### src/shared/scpm_pkg.sv
// Purpose: Shared constants and types for the socket clock power block
// Assumes: 32-bit APB data, byte addresses, one word per register
// Notes:   Offsets are byte addresses
package scpm_pkg;

  ////////////////////////////////////////////////////////////////////////
  // Register offsets
  localparam int unsigned ADDR_W       = 8;
  localparam logic [7:0]  PM_OFS       = 8'h20;
  localparam logic [7:0]  IRQ_STAT_OFS = 8'h24;
  localparam logic [7:0]  IRQ_MASK_OFS = 8'h28;
  localparam logic [7:0]  POLICY_OFS   = 8'h2C;

  ////////////////////////////////////////////////////////////////////////
  // Field positions
  localparam int unsigned SEL_BIT      = 0;
  localparam int unsigned EN_BIT       = 16;
  localparam int unsigned MODE_BIT     = 24;
  localparam int unsigned ACC_BIT      = 25;
  localparam int unsigned POLICY_BIT   = 0;
  localparam int unsigned IRQ_W        = 2;
  localparam int unsigned IRQ_ACC_BIT  = 0;
  localparam int unsigned IRQ_MODE_BIT = 1;

  ////////////////////////////////////////////////////////////////////////
  // Values after reset
  localparam logic [31:0] WORD_ZERO    = 32'h0000_0000;
  localparam logic        BIT_RST      = 1'h0;
  localparam logic [1:0]  IRQ_RST      = 2'h0;

  ////////////////////////////////////////////////////////////////////////
  // Types
  typedef struct packed {
    logic enable;
    logic select;
    logic policy;
  } scpm_ctrl_t;

  typedef struct packed {
    logic idle;
    logic host_prep;
  } scpm_sock_t;

  typedef enum logic [1:0] {
    SCPM_RUN  = 2'b00,
    SCPM_STOP = 2'b01,
    SCPM_SLOW = 2'b10
  } scpm_clk_st_t;

endpackage : scpm_pkg

### src/rtl/scpm_clk_policy.sv
// Purpose: Card clock stop or slow decision
// Assumes: Socket inputs already synchronised
// Notes:   Stop and slow outputs are registered; rate_changed is their OR
`timescale 1ns/100ps
module scpm_clk_policy
(
  // Clock and reset
  input  wire logic               sys_clk,
  input  wire logic               rst_n,
  input  wire logic               ce,
  // Control and socket state
  input  wire scpm_pkg::scpm_ctrl_t ctrl,
  input  wire scpm_pkg::scpm_sock_t sock,
  // Clock requests
  output logic                    clk_stop,
  output logic                    clk_slow,
  output logic                    rate_changed
);

  scpm_pkg::scpm_clk_st_t st_ff;
  scpm_pkg::scpm_clk_st_t nxt_st;
  logic                   stop_ff;
  logic                   slow_ff;
  logic                   nxt_stop;
  logic                   nxt_slow;
  logic                   permit;

  ////////////////////////////////////////////////////////////////////////
  // Next state
  always_comb
  begin
    permit = ctrl.enable & sock.idle & (ctrl.policy | sock.host_prep);
    nxt_st = st_ff;
    if (ce)
    begin
      unique case (st_ff)
        scpm_pkg::SCPM_RUN,
        scpm_pkg::SCPM_STOP,
        scpm_pkg::SCPM_SLOW:
        begin
          if (!permit)
            nxt_st = scpm_pkg::SCPM_RUN;
          else if (ctrl.select)
            nxt_st = scpm_pkg::SCPM_SLOW;
          else
            nxt_st = scpm_pkg::SCPM_STOP;
        end
        default:
          nxt_st = scpm_pkg::SCPM_RUN;
      endcase
    end
    nxt_stop = (nxt_st == scpm_pkg::SCPM_STOP);
    nxt_slow = (nxt_st == scpm_pkg::SCPM_SLOW);
  end

  ////////////////////////////////////////////////////////////////////////
  // State registers
  always_ff @(posedge sys_clk or negedge rst_n)
  begin
    if (!rst_n)
    begin
      st_ff   <= scpm_pkg::SCPM_RUN;
      stop_ff <= scpm_pkg::BIT_RST;
      slow_ff <= scpm_pkg::BIT_RST;
    end
    else
    begin
      st_ff   <= nxt_st;
      stop_ff <= nxt_stop;
      slow_ff <= nxt_slow;
    end
  end

  assign clk_stop     = stop_ff;
  assign clk_slow     = slow_ff;
  assign rate_changed = stop_ff | slow_ff;

endmodule : scpm_clk_policy

### src/rtl/scpm_top.sv
// Purpose: Socket power-management register with APB access
// Assumes: Socket pins are asynchronous to sys_clk
// Notes:   One wait state on every APB access
//
// Functional notes
// - Any card access while ce is high sets the access-seen flag at bit 25; zero after reset.
// - Reading the register clears the access-seen flag it returned.
// - Read-only bit 24 shows 1 while the card clock rate is changed.
// - Stop-or-slow select acts only while enable bit 16 is set; enable resets 0.
// - When enabled and idle, bit 0 low stops the clock, high requests the slow clock.
// - Bits 31 to 26 always read zero.
// - Bits 23 to 17 and 15 to 1 always read zero.
// - Stop or slow only when idle and, unless policy allows, host prepares stop.
`timescale 1ns/100ps
module scpm_top
(
  // Clock and reset
  input  wire logic        sys_clk,
  input  wire logic        rst_n,
  input  wire logic        ce,
  // APB slave
  input  wire logic        psel,
  input  wire logic        penable,
  input  wire logic        pwrite,
  input  wire logic [7:0]  paddr,
  input  wire logic [31:0] pwdata,
  input  wire logic [3:0]  pstrb,
  output logic      [31:0] prdata,
  output logic             pready,
  output logic             pslverr,
  // Socket side
  input  wire logic        card_access,
  input  wire logic        socket_idle,
  input  wire logic        host_clk_stop_prep,
  output logic             card_clk_stop,
  output logic             card_clk_slow,
  // Interrupt
  output logic             irq
);

  ////////////////////////////////////////////////////////////////////////
  // Declarations
  logic [2:0]             sync1_ff;
  logic [2:0]             sync2_ff;
  logic [2:0]             nxt_sync1;
  logic [2:0]             nxt_sync2;
  logic                   acc_s;
  logic [31:0]            prdata_ff;
  logic [31:0]            nxt_prdata;
  logic                   pready_ff;
  logic                   nxt_pready;
  logic                   pslverr_ff;
  logic                   nxt_pslverr;
  logic                   seen_ff;
  logic                   nxt_seen;
  logic                   en_ff;
  logic                   nxt_en;
  logic                   sel_ff;
  logic                   nxt_sel;
  logic                   policy_ff;
  logic                   nxt_policy;
  logic [1:0]             ist_ff;
  logic [1:0]             nxt_ist;
  logic [1:0]             imask_ff;
  logic [1:0]             nxt_imask;
  logic                   mode_prev_ff;
  logic                   nxt_mode_prev;
  logic                   irq_ff;
  logic                   nxt_irq;
  logic                   rate_changed;
  logic                   cap;
  logic                   done;
  logic                   hit;
  logic [31:0]            rd_val;
  logic [1:0]             ev;
  scpm_pkg::scpm_ctrl_t   ctrl;
  scpm_pkg::scpm_sock_t   sock;

  ////////////////////////////////////////////////////////////////////////
  // Pin synchronisers
  always_comb
  begin
    nxt_sync1 = sync1_ff;
    nxt_sync2 = sync2_ff;
    if (ce)
    begin
      nxt_sync1 = {card_access, socket_idle, host_clk_stop_prep};
      nxt_sync2 = sync1_ff;
    end
  end

  always_ff @(posedge sys_clk or negedge rst_n)
  begin
    if (!rst_n)
    begin
      sync1_ff <= 3'h0;
      sync2_ff <= 3'h0;
    end
    else
    begin
      sync1_ff <= nxt_sync1;
      sync2_ff <= nxt_sync2;
    end
  end

  assign acc_s          = sync2_ff[2];
  assign sock.idle      = sync2_ff[1];
  assign sock.host_prep = sync2_ff[0];

  ////////////////////////////////////////////////////////////////////////
  // Clock policy
  assign ctrl.enable = en_ff;
  assign ctrl.select = sel_ff;
  assign ctrl.policy = policy_ff;

  scpm_clk_policy u_policy
  (
    .sys_clk      (sys_clk),
    .rst_n        (rst_n),
    .ce           (ce),
    .ctrl         (ctrl),
    .sock         (sock),
    .clk_stop     (card_clk_stop),
    .clk_slow     (card_clk_slow),
    .rate_changed (rate_changed)
  );

  ////////////////////////////////////////////////////////////////////////
  // APB decode and read mux
  assign cap  = psel & penable & ~pready_ff;
  assign done = psel & penable & pready_ff;

  always_comb
  begin
    rd_val = scpm_pkg::WORD_ZERO;
    hit    = 1'b1;
    unique case (paddr)
      scpm_pkg::PM_OFS:
      begin
        rd_val[scpm_pkg::ACC_BIT]  = seen_ff;
        rd_val[scpm_pkg::MODE_BIT] = rate_changed;
        rd_val[scpm_pkg::EN_BIT]   = en_ff;
        rd_val[scpm_pkg::SEL_BIT]  = sel_ff;
      end
      scpm_pkg::IRQ_STAT_OFS:
        rd_val[1:0] = ist_ff;
      scpm_pkg::IRQ_MASK_OFS:
        rd_val[1:0] = imask_ff;
      scpm_pkg::POLICY_OFS:
        rd_val[scpm_pkg::POLICY_BIT] = policy_ff;
      default:
        hit = 1'b0;
    endcase
  end

  always_comb
  begin
    nxt_prdata  = prdata_ff;
    nxt_pready  = pready_ff;
    nxt_pslverr = pslverr_ff;
    if (ce)
    begin
      nxt_pready  = cap;
      nxt_pslverr = cap & ~hit;
      if (cap)
        nxt_prdata = pwrite ? scpm_pkg::WORD_ZERO : rd_val;
    end
  end

  always_ff @(posedge sys_clk or negedge rst_n)
  begin
    if (!rst_n)
    begin
      prdata_ff  <= scpm_pkg::WORD_ZERO;
      pready_ff  <= scpm_pkg::BIT_RST;
      pslverr_ff <= scpm_pkg::BIT_RST;
    end
    else
    begin
      prdata_ff  <= nxt_prdata;
      pready_ff  <= nxt_pready;
      pslverr_ff <= nxt_pslverr;
    end
  end

  assign prdata  = prdata_ff;
  assign pready  = pready_ff;
  assign pslverr = pslverr_ff;

  ////////////////////////////////////////////////////////////////////////
  // Control and status registers
  always_comb
  begin
    nxt_seen   = seen_ff;
    nxt_en     = en_ff;
    nxt_sel    = sel_ff;
    nxt_policy = policy_ff;
    nxt_imask  = imask_ff;
    if (ce)
    begin
      if (done && !pwrite && paddr == scpm_pkg::PM_OFS && prdata_ff[scpm_pkg::ACC_BIT])
        nxt_seen = 1'b0;
      if (acc_s)
        nxt_seen = 1'b1;
      if (done && pwrite)
      begin
        if (paddr == scpm_pkg::PM_OFS)
        begin
          if (pstrb[0])
            nxt_sel = pwdata[scpm_pkg::SEL_BIT];
          if (pstrb[2])
            nxt_en = pwdata[scpm_pkg::EN_BIT];
        end
        if (paddr == scpm_pkg::IRQ_MASK_OFS && pstrb[0])
          nxt_imask = pwdata[1:0];
        if (paddr == scpm_pkg::POLICY_OFS && pstrb[0])
          nxt_policy = pwdata[scpm_pkg::POLICY_BIT];
      end
    end
  end

  always_ff @(posedge sys_clk or negedge rst_n)
  begin
    if (!rst_n)
    begin
      seen_ff   <= scpm_pkg::BIT_RST;
      en_ff     <= scpm_pkg::BIT_RST;
      sel_ff    <= scpm_pkg::BIT_RST;
      policy_ff <= scpm_pkg::BIT_RST;
      imask_ff  <= scpm_pkg::IRQ_RST;
    end
    else
    begin
      seen_ff   <= nxt_seen;
      en_ff     <= nxt_en;
      sel_ff    <= nxt_sel;
      policy_ff <= nxt_policy;
      imask_ff  <= nxt_imask;
    end
  end

  ////////////////////////////////////////////////////////////////////////
  // Interrupt status
  assign ev[scpm_pkg::IRQ_ACC_BIT]  = acc_s;
  assign ev[scpm_pkg::IRQ_MODE_BIT] = rate_changed ^ mode_prev_ff;

  always_comb
  begin
    nxt_ist       = ist_ff;
    nxt_mode_prev = mode_prev_ff;
    nxt_irq       = irq_ff;
    if (ce)
    begin
      if (done && !pwrite && paddr == scpm_pkg::IRQ_STAT_OFS)
        nxt_ist = ist_ff & ~prdata_ff[1:0];
      nxt_ist       = nxt_ist | ev;
      nxt_mode_prev = rate_changed;
      nxt_irq       = |(nxt_ist & imask_ff);
    end
  end

  always_ff @(posedge sys_clk or negedge rst_n)
  begin
    if (!rst_n)
    begin
      ist_ff       <= scpm_pkg::IRQ_RST;
      mode_prev_ff <= scpm_pkg::BIT_RST;
      irq_ff       <= scpm_pkg::BIT_RST;
    end
    else
    begin
      ist_ff       <= nxt_ist;
      mode_prev_ff <= nxt_mode_prev;
      irq_ff       <= nxt_irq;
    end
  end

  assign irq = irq_ff;
endmodule : scpm_top

### config.mk
export PLATFORM = sky130hd
export DESIGN_NAME = scpm_top
export DESIGN_NICKNAME = d
export VERILOG_FILES = /design/src/shared/scpm_pkg.sv /design/src/rtl/scpm_clk_policy.sv /design/src/rtl/scpm_top.sv
export SDC_FILE = /design/constraint.sdc
export NUM_CORES = 1
export LEC_CHECK = 0
export ABC_AREA = 1
export BUFFER_PORTS_ARGS = -buffer_cell sky130_fd_sc_hd__buf_2
export CAP_MARGIN = 30
export CORE_MARGIN = 2
export CORE_UTILIZATION = 48
export CTS_BUF_LIST = sky130_fd_sc_hd__clkbuf_2 sky130_fd_sc_hd__clkbuf_4 sky130_fd_sc_hd__clkbuf_8
export CTS_CLUSTER_DIAMETER = 150
export CTS_CLUSTER_SIZE = 24
export DETAILED_ROUTE_END_ITERATION = 6
export PLACE_DENSITY = 0.9
export SYNTH_ARGS = -nofsm -noshare
export SYNTH_HDL_FRONTEND = slang
export SYNTH_SLANG_ARGS = --single-unit
### constraint.sdc
create_clock -name sys_clk -period 2.85 [get_ports sys_clk]
set_input_delay 0.57 -clock sys_clk [delete_from_list [all_inputs] [get_ports sys_clk]]
set_output_delay 0.57 -clock sys_clk [all_outputs]
set_load 0.02 [all_outputs]
* After elaboration in Yosys (flattened, before gate mapping) *
Index checks and enable logic that the tools add are counted.

word-level totals
  bits in writable memories = 0
  bits in latches = 0
  bits in read-only memories = 0
  register bits = 54
  bits of input ports = 53
  logic and storage cells = 72
  memories kept = 0

operators by class
  reductions and logical operators = 19
  bitwise gates (word level) = 15
  divide/modulo/power cells = 0
  shifts and indexed selects = 0
  equality and inequality tests = 8
  mux-type cells = 14
  add/subtract/negate cells = 0
  multiply operators = 0
  magnitude comparators = 0

operators by type and width
  kind                                           count
  == test 8 x 6 -> 1 bit, second input constant  4
  2-to-1 mux 26 bit                              1
  2-to-1 mux 2 bit                               7
  AND reduction 4 bit                            2
  logical AND 1 bit                              7
  AND 1 bit                                      6
  AND reduction 3 bit                            2
  AND 2 bit                                      2
  == test 2 x 1 -> 1 bit, second input constant  2
  == test 2 bit, second input constant           2
  2-to-1 mux 1 bit                               4
  one-hot mux 1 bit (4 select lines)             1
  AND reduction 2 bit                            2
  OR reduction 4 bit                             1
  OR reduction 3 bit                             1
  zero test 2 bit                                1
  inverter 1 bit                                 2
  inverter 2 bit                                 1
  OR 1 bit                                       2
  OR 2 bit                                       1
  one-hot mux 1 bit (2 select lines)             1
  nonzero test 2 bit                             1
  OR reduction 2 bit                             1
  zero test 1 bit                                1
  XOR 1 bit                                      1

* Depth between registers and ports, before layout *
Gate-level depths: netlist of run 1.

  depth after elaboration = 9
  mapped depth = 9
  gate-level depth less buffers = 9

* Hierarchy *
From an unflattened synthesis of run 1, not the netlist that was laid out.

unflattened totals
  cells, all modules = 198
  area total of the unflattened synthesis = 1570.3 sq um

by module, submodules not included
  module           area an instance (sq um)  times used  cells each  seq. area each (sq um)
  scpm_top         1363.8                    1           171         575.6
  scpm_clk_policy  206.4                     1           27          100.1

* Worst setup path before layout of run 1 *
OpenSTA, ideal clock, no wires.

  path type = input-to-reg
  from = input paddr[4]
  to = register sel_ff
  setup time = 73 ps
  data required time = 2777 ps
  stages on the path = 9
  path slack = 1478 ps
  arrival time = 1299 ps
  cells stage by stage = inv_2 -> nand2_2 -> nor2_8 -> inv_4 -> nor2_8 -> nand2_2 -> nor2_4 -> nor2_1 -> a21oi_2

between the ends
  word-level cells in the longest chain between the ends = 2

RTL lines
  what                           line             text
  start, declared                scpm_top.sv:25   input wire logic [7:0] paddr,
  == test 8 x 6 -> 1 bit         scpm_top.sv:207  if (paddr == scpm_pkg::PM_OFS)
  AND reduction 4 bit (no line)  -
  end signal, assigned           scpm_top.sv:228  sel_ff <= scpm_pkg::BIT_RST;
  end signal, assigned           scpm_top.sv:236  sel_ff <= nxt_sel;
  end, declared                  scpm_top.sv:58   logic sel_ff;

No other way between the ends.
A chain may end at the register's enable or synchronous reset.

* Worst setup path in the final report of run 1 *
  from = register pready_ff (netlist: pready)
  to = output pready

RTL lines
  what                    line             text
  start, declared         scpm_top.sv:50   logic pready_ff;
  start signal, assigned  scpm_top.sv:175  pready_ff <= scpm_pkg::BIT_RST;
  start signal, assigned  scpm_top.sv:181  pready_ff <= nxt_pready;
  end, declared           scpm_top.sv:29   output logic pready,

No word-level cell between the ends.

==> summary.md, run 1 <==
| Metric | Value |
|---|---|
| Parity-gate share of the synthesized area counting xor and xnor cells | `0.00571` |
| Max Cap Violations | `0` |
| Per-instance average area after synthesis | `about 8 sq um` |
| Flops & latches, synth | `27` |
| Cell Chain, Critical Path | `buf_2` |
| Clock tree from TritonCTS | `built` |
| Area of combinational cells with multiple inputs | `roughly 640 sq um` |
| Global-route congestion overflow total | `0` |
| Type of element capturing the critical path | `output pin` |
| Detailed placer's ending HPWL | `around 2100 um` |
| Buffer depth of the longest clock path | `2` |
| Placement Rows | `20` |
| Final worst-path setup slack | `between 1 and 1.5 ns` |
| Worst VDD drop | `around 0.3 mV` |
| Top-Level Pins | `90` |
| Total negative slack | `0 ns` |
| Antenna diodes | `0` |
| Hold/Removal Path Class | `in -> async` |
| Area of the core region | `just over 3000 sq um` |
| Num CTS Buffers | `3` |
| Worst r2r src | `pready` |
| Depth of the most critical reg-to-reg path | `5` |
| Final hold vios | `0` |
| Number of H-tree levels | `1` |
| Mapped cell area | `approximately 1500 sq um` |
| Post-CTS Repair Setup Buffers | `0` |
| Average vias per placed instance | `about 4.5` |
| Final period util | `0.520` |
| Most frequent standard cell in the layout excluding fill and tap cells | `nand2_1` |
| Die Y | `~60 um` |
| End-of-flow core utilization | `0.541` |
| Number of nets still failing antenna checks after routing | `0` |
| Global-route wire length before repair | `between 4000 and 5000 um` |
| Width of the die | `just over 60 um` |
| First-pass DRT Iterations | `4` |
| Post-synth cell types | `25` |
| Largest net degree at the start of global routing | `28` |
| Clock skew | `about 0.0018 ns` |
| Proportion of synthesized chip area in sequential cells | `0.440` |
| RSZ-0062 raised after global routing | `no` |
| Number of warning messages in the yosys log | `0` |
| Number of max-slew violations in the final report | `0` |
| Total global-route track usage | `0.150` |
| Final Cell Area | `between 1500 and 2000 sq um` |
| Post-Synth Simple-Gate Area | `0.287` |
| Share of final-layout standard cells stronger than drive strength 1 | `0.211` |
| Worst-margin pin slew | `0.571 ns` |
| P_leak | `between 0.9 and 1 nW` |
| Slowest cell on crit path | `dfrtp_1` |
| Outcome | `finished, final reports clean` |
| Slack of the worst reg-to-reg path | `1.61 ns` |
| Fill cell total of the finished layout | `about 320` |
| Final Routed Wirelength | `about 2600 um` |
| Number of DRC violations after detailed routing | `0` |
| Launching element type of the critical path | `register` |
| Category of cells accounting for the largest share of critical-path delay | `flip-flops` |
| Nets | `roughly 280` |
| Vias in the first global route | `1098` |
| Clk slew on worst S/H paths | `between 0.1 and 0.15 ns` |
| Sinks on Clock Net | `27` |
| Iter 0 DRT Violations | `30` |
| Sequential standard cell area | `~680 sq um` |
| Count of final setup violators | `0` |
| Post-layout power | `~0.71 mW` |
| Synthesis-to-layout area growth | `7.75%` |
| Gpl congestion | `0.821` |
| Pre-CTS setup slack | `around 1.1 ns` |
| Areal power density over the cells | `427 nW/um^2` |
| CTS resizes | `0` |
| Maximum single-stage delay on the critical path | `0.43 ns` |
| DR WL/cell | `between 9 and 10 um` |
| Worst relative slew slack | `0.619` |
| Adder-Cell Fraction of Synth Area | `0` |
| Minimum clock period | `approximately 1.5 ns` |
| Area after detailed placement | `roughly 1600 sq um` |
| Gate count of the mapped netlist | `around 190` |
| Main combinational cell family by area after synthesis | `simple AND/OR/NAND/NOR gates` |
| Initial antenna violation count | `0` |
| Die Outline Area | `between 3000 and 4000 sq um` |
| Worst reg2reg path endpoint | `prdata[24]` |
| Commonest non-fill, non-tap cells in the layout | `53 x nand2_1, 31 x buf_2, 27 x conb_1, 27 x dfrtp_1, 22 x inv_1` |
| Total number of vias | `around 1.2k` |
| Endpoint arrival time on the critical path | `a little over 0.9 ns` |
| Maximum clock frequency | `between 600 and 700 MHz` |
| Post-synthesis compound-gate area fraction | `0.0612` |
| Hold bufs inserted after CTS | `0` |
| Critical path fanouts, max | `4` |
| Clock latency reported for the late side of the worst-skew pair | `0.31 ns` |
| Port Buffers | `31` |
| Multiplexer share of the synthesized area | `0` |
| Effective utilization at floorplan | `0.502` |
| Root cell of the clock tree | `clkbuf_4` |
| Required time reported for the critical path endpoint | `between 2 and 2.5 ns` |
| Buffering stage count on the worst path with inverters included | `1` |
| Critical setup path kind | `reg -> out` |
-- through the flow --
step / std cells / hold WS [ns]
after floorplan: 218 / 0.274
after global placement: 263 / 0.454
after detailed placement: 263 / 0.458
after CTS: 267 / 0.248
after global routing: 267 / 0.257
final: 267 / 0.228
-- how the worst max path moves through the flow --
stage | from | to | slack (ns) | depth (start not counted)
2_1_floorplan | paddr[4] | sel_ff | 1.48 | 9
6_report | pready | pready | 1.37 | 1
4_1_cts | pready | pready | 1.36 | 1
3_5_place_dp | ce | u_policy.clk_slow | 1.10 | 6
5_1_grt | pready | pready | 1.32 | 1
3_3_place_gp | ce | u_policy.clk_slow | 1.12 | 6
-- synth_stat cells (all sizes together) --
cell | number | area [sq um]
xor2 | 1 | 8.76
dfrtp | 27 | 676
nor3 | 3 | 15.0
nand4 | 5 | 31.3
nand2 | 56 | 218
a21oi | 2 | 13.8
buf | 29 | 215
clkbuf | 1 | 3.75
inv | 24 | 92.6
nand3b | 1 | 7.51
conb | 1 | 3.75
o21ai | 13 | 65.1
a22oi | 2 | 15.0
nand3 | 12 | 70.1
nor2 | 15 | 98.9
-- layout make-up --
cell class,instances,area share
sequential,27,0.409
multi-input combinational,137,0.390
timing repair buffer,31,0.0939
inverter,24,0.0560
tap,44,0.0333
clock buffer,4,0.0182
-- registers in the layout (all words and copies together), names as in the netlist --
| name | cells |
|---|---|
| mode_prev_ff | 1 |
| u_policy.st_ff | 2 |
| u_policy.clk_slow | 1 |
| irq | 1 |
| u_policy.clk_stop | 1 |
| pslverr | 1 |
| sel_ff | 1 |
| en_ff | 1 |
| imask_ff | 2 |
| prdata | 5 |
| sync2_ff | 3 |
| seen_ff | 1 |
| policy_ff | 1 |
| sync1_ff | 3 |
| pready | 1 |
| ist_ff | 2 |
-- cells by family after synthesis --
kind of cell,after synthesis
buffers and inverters,54
DFF,27
other,1
xor gates and xnor gates,1
and+or+nand+nor,92
AOI/OAI and AO/OA,17
-- per-layer routing --
metal	global-route usage	part of all wire	vias up
li1	-	-	609
met1	0.171	0.43	554
met2	0.293	0.51	38
met3	0.0320	0.057	2
met4	0.0217	0.0039	0
met5	0	0	-
-- power breakdown --
group | total [mW] | internal, mW | switching [mW] | leakage (nW)
combinational | 0.124 | 0.0320 | 0.0915 | 0.618
clock | 0.166 | 0.0642 | 0.101 | 0.0184
sequential | 0.416 | 0.404 | 0.0122 | 0.350
total | 0.705 | 0.500 | 0.205 | 0.986
No activity file was read; power rests on OpenSTA's default activity.
==> run 2, diff against run 1 <==
CORE_UTILIZATION = 45   (was 48)
PLACE_DENSITY = 0.85   (was 0.9)
clock period = 1.5 ns   (was 2.85 ns; I/O delays follow)
==> summary.md, run 2 (synthesized netlist as in run 1, its figures left out) <==
| Metric | Value |
|---|---|
| Num CTS Buffers | `3 (unchanged)` |
| Antenna diodes | `0 (unchanged)` |
| Critical setup path kind | `reg -> reg (was reg -> out)` |
| Total global-route track usage | `0.137 (was 0.150)` |
| Count of final setup violators | `0 (unchanged)` |
| P_leak | `0.996 nW (was 0.986 nW)` |
| Total negative slack | `0 ns (unchanged)` |
| RSZ-0062 raised after global routing | `no (unchanged)` |
| Required time reported for the critical path endpoint | `1.76 ns (was 2.28 ns)` |
| Synthesis-to-layout area growth | `9.54% (was 7.75%)` |
| Number of DRC violations after detailed routing | `0 (unchanged)` |
| Worst-case hold slack | `0.159 ns (was 0.228 ns)` |
| Gpl congestion | `0.839 (was 0.821)` |
| Worst r2r src | `pready (unchanged)` |
| Worst relative slew slack | `0.600 (was 0.619)` |
| Global-route wire length before repair | `4330 um (was 4250 um)` |
| Total number of vias | `1205 (was 1203)` |
| Buffering stage count on the worst path with inverters included | `1 (unchanged)` |
| Buffer depth of the longest clock path | `2 (unchanged)` |
| Slowest cell on crit path | `dfrtp_1 (unchanged)` |
| Number of H-tree levels | `1 (unchanged)` |
| Category of cells accounting for the largest share of critical-path delay | `simple AND/OR/NAND/NOR gates (was flip-flops)` |
| Final Cell Area | `1680 sq um (was 1650 sq um)` |
| Clock latency reported for the late side of the worst-skew pair | `0.33 ns (was 0.31 ns)` |
| Post-CTS Repair Setup Buffers | `0 (unchanged)` |
| Worst-margin pin slew | `0.599 ns (was 0.571 ns)` |
| Type of element capturing the critical path | `register (was output pin)` |
| Largest net degree at the start of global routing | `28 (unchanged)` |
| Cell Chain, Critical Path | `inv_1 > nand3_2 > nor2_1 > nand2_1 > o21ai_0 (was buf_2)` |
| Final hold vios | `0 (unchanged)` |
| Most frequent standard cell in the layout excluding fill and tap cells | `nand2_1 (unchanged)` |
| Final period util | `0.847` |
| Final worst-path setup slack | `0.230 ns (was 1.37 ns)` |
| Minimum clock period | `1.27 ns` |
| First-pass DRT Iterations | `4 (unchanged)` |
| Maximum clock frequency | `around 790 MHz` |
| Clock skew | `0.00297 ns (was 0.00180 ns)` |
| Die Y | `62.4 um (was 60.5 um)` |
| Width of the die | `62.4 um (was 60.5 um)` |
| Commonest non-fill, non-tap cells in the layout | `53 x nand2_1, 31 x buf_2, 27 x conb_1, 27 x dfrtp_1, 22 x inv_1 (unchanged)` |
| Effective utilization at floorplan | `0.463 (was 0.502)` |
| Number of cells on the worst hold path | `3` |
| Number of max-slew violations in the final report | `0 (unchanged)` |
| Endpoint arrival time on the critical path | `1.53 ns (was 0.91 ns)` |
| Area after detailed placement | `1640 sq um (was 1620 sq um)` |
| Share of final-layout standard cells stronger than drive strength 1 | `0.217 (was 0.211)` |
| Launching element type of the critical path | `register (unchanged)` |
| Final Routed Wirelength | `2790 um (was 2590 um)` |
| Pre-CTS setup slack | `0.101 ns (was 1.10 ns)` |
| Clock tree from TritonCTS | `built (unchanged)` |
| Max Cap Violations | `0 (unchanged)` |
| Hold bufs inserted after CTS | `1 (was 0)` |
| Critical path startpoint | `pready (unchanged)` |
| Iter 0 DRT Violations | `36 (was 30)` |
| Clk slew on worst S/H paths | `0.15 ns (was 0.13 ns)` |
| Average vias per placed instance | `4.43 (was 4.51)` |
| Die Outline Area | `3890 sq um (was 3660 sq um)` |
| DR WL/cell | `10.3 um (was 9.70 um)` |
| Worst reg2reg path endpoint | `prdata[16] (was prdata[24])` |
| Sinks on Clock Net | `27 (unchanged)` |
| Hold/Removal Path Class | `in -> reg (was in -> async)` |
| End-of-flow core utilization | `0.508 (was 0.541)` |
| Areal power density over the cells | `807 nW/um^2 (was 427 nW/um^2)` |
| Outcome | `finished, final reports clean (unchanged)` |
| CTS resizes | `0 (unchanged)` |
| Global-route congestion overflow total | `0 (unchanged)` |
| Maximum single-stage delay on the critical path | `0.44 ns (was 0.43 ns)` |
| Top-Level Pins | `90 (unchanged)` |
| Area of the core region | `3310 sq um (was 3050 sq um)` |
| Critical path depth in cells | `5 (was 1)` |
| Critical path fanouts, max | `8 (was 4)` |
| Slack of the worst reg-to-reg path | `0.23 ns (was 1.61 ns)` |
| Placement Rows | `21 (was 20)` |
| Number of nets still failing antenna checks after routing | `0 (unchanged)` |
| Hold-critical path endpoint | `sync1_ff[1]` |
| Port Buffers | `31 (unchanged)` |
| Vias in the first global route | `1008 (was 1098)` |
| Root cell of the clock tree | `clkbuf_4 (unchanged)` |
| Detailed placer's ending HPWL | `2170 um (was 2110 um)` |
| Worst VDD drop | `0.440 mV (was 0.301 mV)` |
| Initial antenna violation count | `0 (unchanged)` |
| Worst Min Path Start | `socket_idle` |
| Nets | `280 (was 277)` |
| Depth of the most critical reg-to-reg path | `5 (unchanged)` |
| Flip-flop count of the largest register, all copies and words added | `5 (unchanged)` |
[run 2: per-layer routing]
layer / wire [um] / vias up / track usage
li1: - / 612 / -
met5: 0 / - / 0
met1: 1270 / 550 / 0.178
met3: 144 / 6 / 0.0252
met4: 32 / 0 / 0.0417
met2: 1340 / 37 / 0.232
[run 2: worst min-delay path, delay by kind of cell]
family	cells	cell delay, ns
buf+inv	1	0.07
simple gates	2	0.09
[run 2: cell type report]
class,instances,area [sq um]
multi-input combinational,137,644
clock buffer,3,22.5
tap,46,57.6
timing repair buffer,34,180
sequential,27,676
inverter,24,92.6
fill,334,1630
clock inverter,1,7.51
[run 2: worst max path at each step]
stage	end	slack, ns
2_1_floorplan	imask_ff[0]	0.33
3_3_place_gp	imask_ff[0]	0.16
3_5_place_dp	irq	0.10
4_1_cts	prdata[16]	0.22
5_1_grt	prdata[24]	0.13
6_report	prdata[16]	0.23
[run 2: report_power, final]
part | internal, mW | leakage [nW] | switching, mW
clock | 0.102 | 0.0139 | 0.222
combinational | 0.0660 | 0.632 | 0.176
sequential | 0.767 | 0.350 | 0.0231
[run 2: per-stage QoR]
step / total power, mW / std cells
global placement: 1.04 / 267
detailed placement: 1.04 / 267
floorplan: 1.02 / 218
global route: 1.42 / 272
CTS: 1.36 / 272
finish: 1.36 / 272
==> run 3, diff against run 2 <==
clock period = 1.2 ns   (was 1.5 ns; I/O delays follow)
==> summary.md, run 3 (synthesized netlist as in run 1, its figures left out) <==
| Metric | Value |
|---|---|
| Outcome | `finished, final reports clean (unchanged)` |
| Die Outline Area | `3890 sq um (unchanged)` |
| Global-route wire length before repair | `5070 um (was 4330 um)` |
| Endpoint arrival time on the critical path | `1.43 ns (was 1.53 ns)` |
| Number of DRC violations after detailed routing | `0 (unchanged)` |
| Buffering stage count on the worst path with inverters included | `0 (was 1)` |
| Iter 0 DRT Violations | `60 (was 36)` |
| Hold/Removal Path Class | `in -> reg (unchanged)` |
| Areal power density over the cells | `978 nW/um^2 (was 807 nW/um^2)` |
| Number of H-tree levels | `1 (unchanged)` |
| RSZ-0062 raised after global routing | `yes (was no)` |
| Top-Level Pins | `90 (unchanged)` |
| Port Buffers | `31 (unchanged)` |
| Worst-margin pin slew | `0.591 ns (was 0.599 ns)` |
| Combinational power share | `0.193 (was 0.178)` |
| Worst VDD drop | `0.527 mV (was 0.440 mV)` |
| Nets | `291 (was 280)` |
| Depth of the most critical reg-to-reg path | `7 (was 5)` |
| Area of the core region | `3310 sq um (unchanged)` |
| Category of cells accounting for the largest share of critical-path delay | `simple AND/OR/NAND/NOR gates (unchanged)` |
| Total global-route track usage | `0.163 (was 0.137)` |
| Max Cap Violations | `0 (unchanged)` |
| Buffer depth of the longest clock path | `2 (unchanged)` |
| Count of final setup violators | `0 (unchanged)` |
| Worst r2r src | `pready (unchanged)` |
| P_leak | `1.05 nW (was 0.996 nW)` |
| Flip-flop count of the largest register, all copies and words added | `5 (unchanged)` |
| Type of element capturing the critical path | `register (unchanged)` |
| Portion of total power attributed to sequential cells | `0.571 (was 0.583)` |
| Minimum clock period | `1.20 ns (was 1.27 ns)` |
| Most frequent standard cell in the layout excluding fill and tap cells | `nand2_1 (unchanged)` |
| Hold-critical path endpoint | `sync1_ff[1] (unchanged)` |
| Most repeated library cell on the critical path | `nand2_1` |
| Width of the die | `62.4 um (unchanged)` |
| Share of final-layout standard cells stronger than drive strength 1 | `0.274 (was 0.217)` |
| Cells after DPL | `276 (was 267)` |
| Clock network fraction of design power | `0.236 (was 0.239)` |
| Number of nets still failing antenna checks after routing | `0 (unchanged)` |
| Required time reported for the critical path endpoint | `1.43 ns (was 1.76 ns)` |
| Worst relative slew slack | `0.606 (was 0.600)` |
| DR WL/cell | `11.3 um (was 10.3 um)` |
| Global-route congestion overflow total | `0 (unchanged)` |
| Internal power component | `1.19 mW (was 0.935 mW)` |
| Final Routed Wirelength | `3190 um (was 2790 um)` |
| Maximum single-stage delay on the critical path | `0.42 ns (was 0.44 ns)` |
| Num CTS Buffers | `3 (unchanged)` |
| Worst reg2reg path endpoint | `irq (was prdata[16])` |
| Average vias per placed instance | `4.55 (was 4.43)` |
| Initial antenna violation count | `0 (unchanged)` |
| Slowest cell on crit path | `dfrtp_1 (unchanged)` |
| Number of cells on the worst hold path | `3 (unchanged)` |
| Die Y | `62.4 um (unchanged)` |
| Switching pwr | `0.554 mW (was 0.421 mW)` |
| Placement Rows | `21 (unchanged)` |
| Final Cell Area | `1780 sq um (was 1680 sq um)` |
| Clock tree from TritonCTS | `built (unchanged)` |
| Synthesis-to-layout area growth | `15.9% (was 9.54%)` |
| Clk slew on worst S/H paths | `0.16 ns (was 0.15 ns)` |
| Critical setup path kind | `reg -> reg (unchanged)` |
| Total number of vias | `1288 (was 1205)` |
| Vias in the first global route | `1204 (was 1008)` |
| Final hold vios | `0 (unchanged)` |
| Clock latency reported for the late side of the worst-skew pair | `0.33 ns (about the same)` |
| Cell Chain, Critical Path | `nand2_2 > nor2_4 > nand4_1 > nand2_1 > nand2_1 > nand2_1 > nand3_1 (was inv_1 > nand3_2 > nor2_1 > nand2_1 > o21ai_0)` |
| Effective utilization at floorplan | `0.463 (unchanged)` |
| Root cell of the clock tree | `clkbuf_4 (unchanged)` |
| Sinks on Clock Net | `27 (unchanged)` |
| Number of max-slew violations in the final report | `0 (unchanged)` |
| Largest net degree at the start of global routing | `28 (unchanged)` |
| Gpl congestion | `0.875 (was 0.839)` |
| Launching element type of the critical path | `register (unchanged)` |
| Slack of the worst reg-to-reg path | `0.000007 ns (was 0.23 ns)` |
| Antenna diodes | `0 (unchanged)` |
| Switching Fraction | `0.319 (was 0.310)` |
| Maximum clock frequency | `833 MHz (was 787 MHz)` |
| Clock skew | `0.00999 ns (was 0.00297 ns)` |
| First-pass DRT Iterations | `4 (unchanged)` |
| Critical path fanouts, max | `4 (was 8)` |
| Detailed placer's ending HPWL | `2400 um (was 2170 um)` |
| Count of placed standard cells in the final layout, fillers left out | `283 (was 272)` |
| Worst Min Path Start | `socket_idle (unchanged)` |
| Final period util | `1.00 (was 0.847)` |
| Commonest non-fill, non-tap cells in the layout | `52 x nand2_1, 31 x buf_2, 27 x conb_1, 27 x dfrtp_1, 21 x inv_1 (was 53 x nand2_1, 31 x buf_2, 27 x conb_1, 27 x dfrtp_1, 22 x inv_1)` |
| Area after detailed placement | `1710 sq um (was 1640 sq um)` |
==> run 3: cell type report <==
cell class | count | area [sq um]
inverters | 24 | 92.6
flip-flops and latches | 27 | 676
clock inverters | 1 | 7.51
repair buffers | 45 | 263
fillers | 321 | 1530
clock buffers | 3 | 22.5
well taps | 46 | 57.6
multi-input cells | 137 | 659
==> run 3: worst register-to-register path, stage by stage, from the launching register on <==
cell and delay [ns]:
dfrtp_1 0.42, nand2_2 0.08, nor2_4 0.14, nand4_1 0.12, nand2_1 0.13, nand2_1 0.08, nand2_1 0.06, nand3_1 0.07
==> run 3: worst max path at each step <==
stage | start | end | cells after the start
final | pready | irq | 7
after global routing | pready | irq | 7
after CTS | pready | ist_ff[1] | 7
after detailed placement | paddr[0] | irq | 9
after global placement | paddr[0] | irq | 9
after floorplan | pready | imask_ff[0] | 5
==> run 3: power by group through the flow <==
stage | Combinational, mW | Sequential, mW | Clock [mW]
detailed placement | 0.320 | 1.01 | 0
CTS | 0.328 | 0.991 | 0.416
finish | 0.336 | 0.993 | 0.411
global placement | 0.309 | 1.00 | 0
global route | 0.372 | 1.00 | 0.452
floorplan | 0.266 | 1.01 | 0
==> run 3: what timing repair did <==
item | 4_1_cts | 5_1_grt
hold endpoints to repair | 27 | 0
pin swaps | 0 | 8
buffers inserted | 0 | 2
hold buffers | 1 | 0
gates resized for setup | 2 | 5
setup endpoints to repair | 2 | 6
==> run 3: layer usage <==
layer / track usage / wire [um] / vias up
met1: 0.190 / 1290 / 598
met4: 0.0639 / 42 / 0
li1: - / - / 638
met2: 0.298 / 1650 / 46
met3: 0.0306 / 206 / 6
met5: 0 / 0 / -
==> run 3: stage by stage <==
stage | hold WS [ns] | worst slack [ns] | total power, mW | TNS, ns | util
2_1_floorplan | -0.0556 | 0.0276 | 1.28 | 0 | -
3_3_place_gp | 0.272 | -0.0626 | 1.31 | -0.105 | 0.516
3_5_place_dp | 0.278 | -0.127 | 1.33 | -0.361 | 0.516
4_1_cts | 0.0940 | 0.00148 | 1.74 | 0 | 0.529
5_1_grt | 0.101 | -0.122 | 1.82 | -0.391 | 0.537
6_report | 0.0944 | 0.00000733 | 1.74 | 0 | 0.537
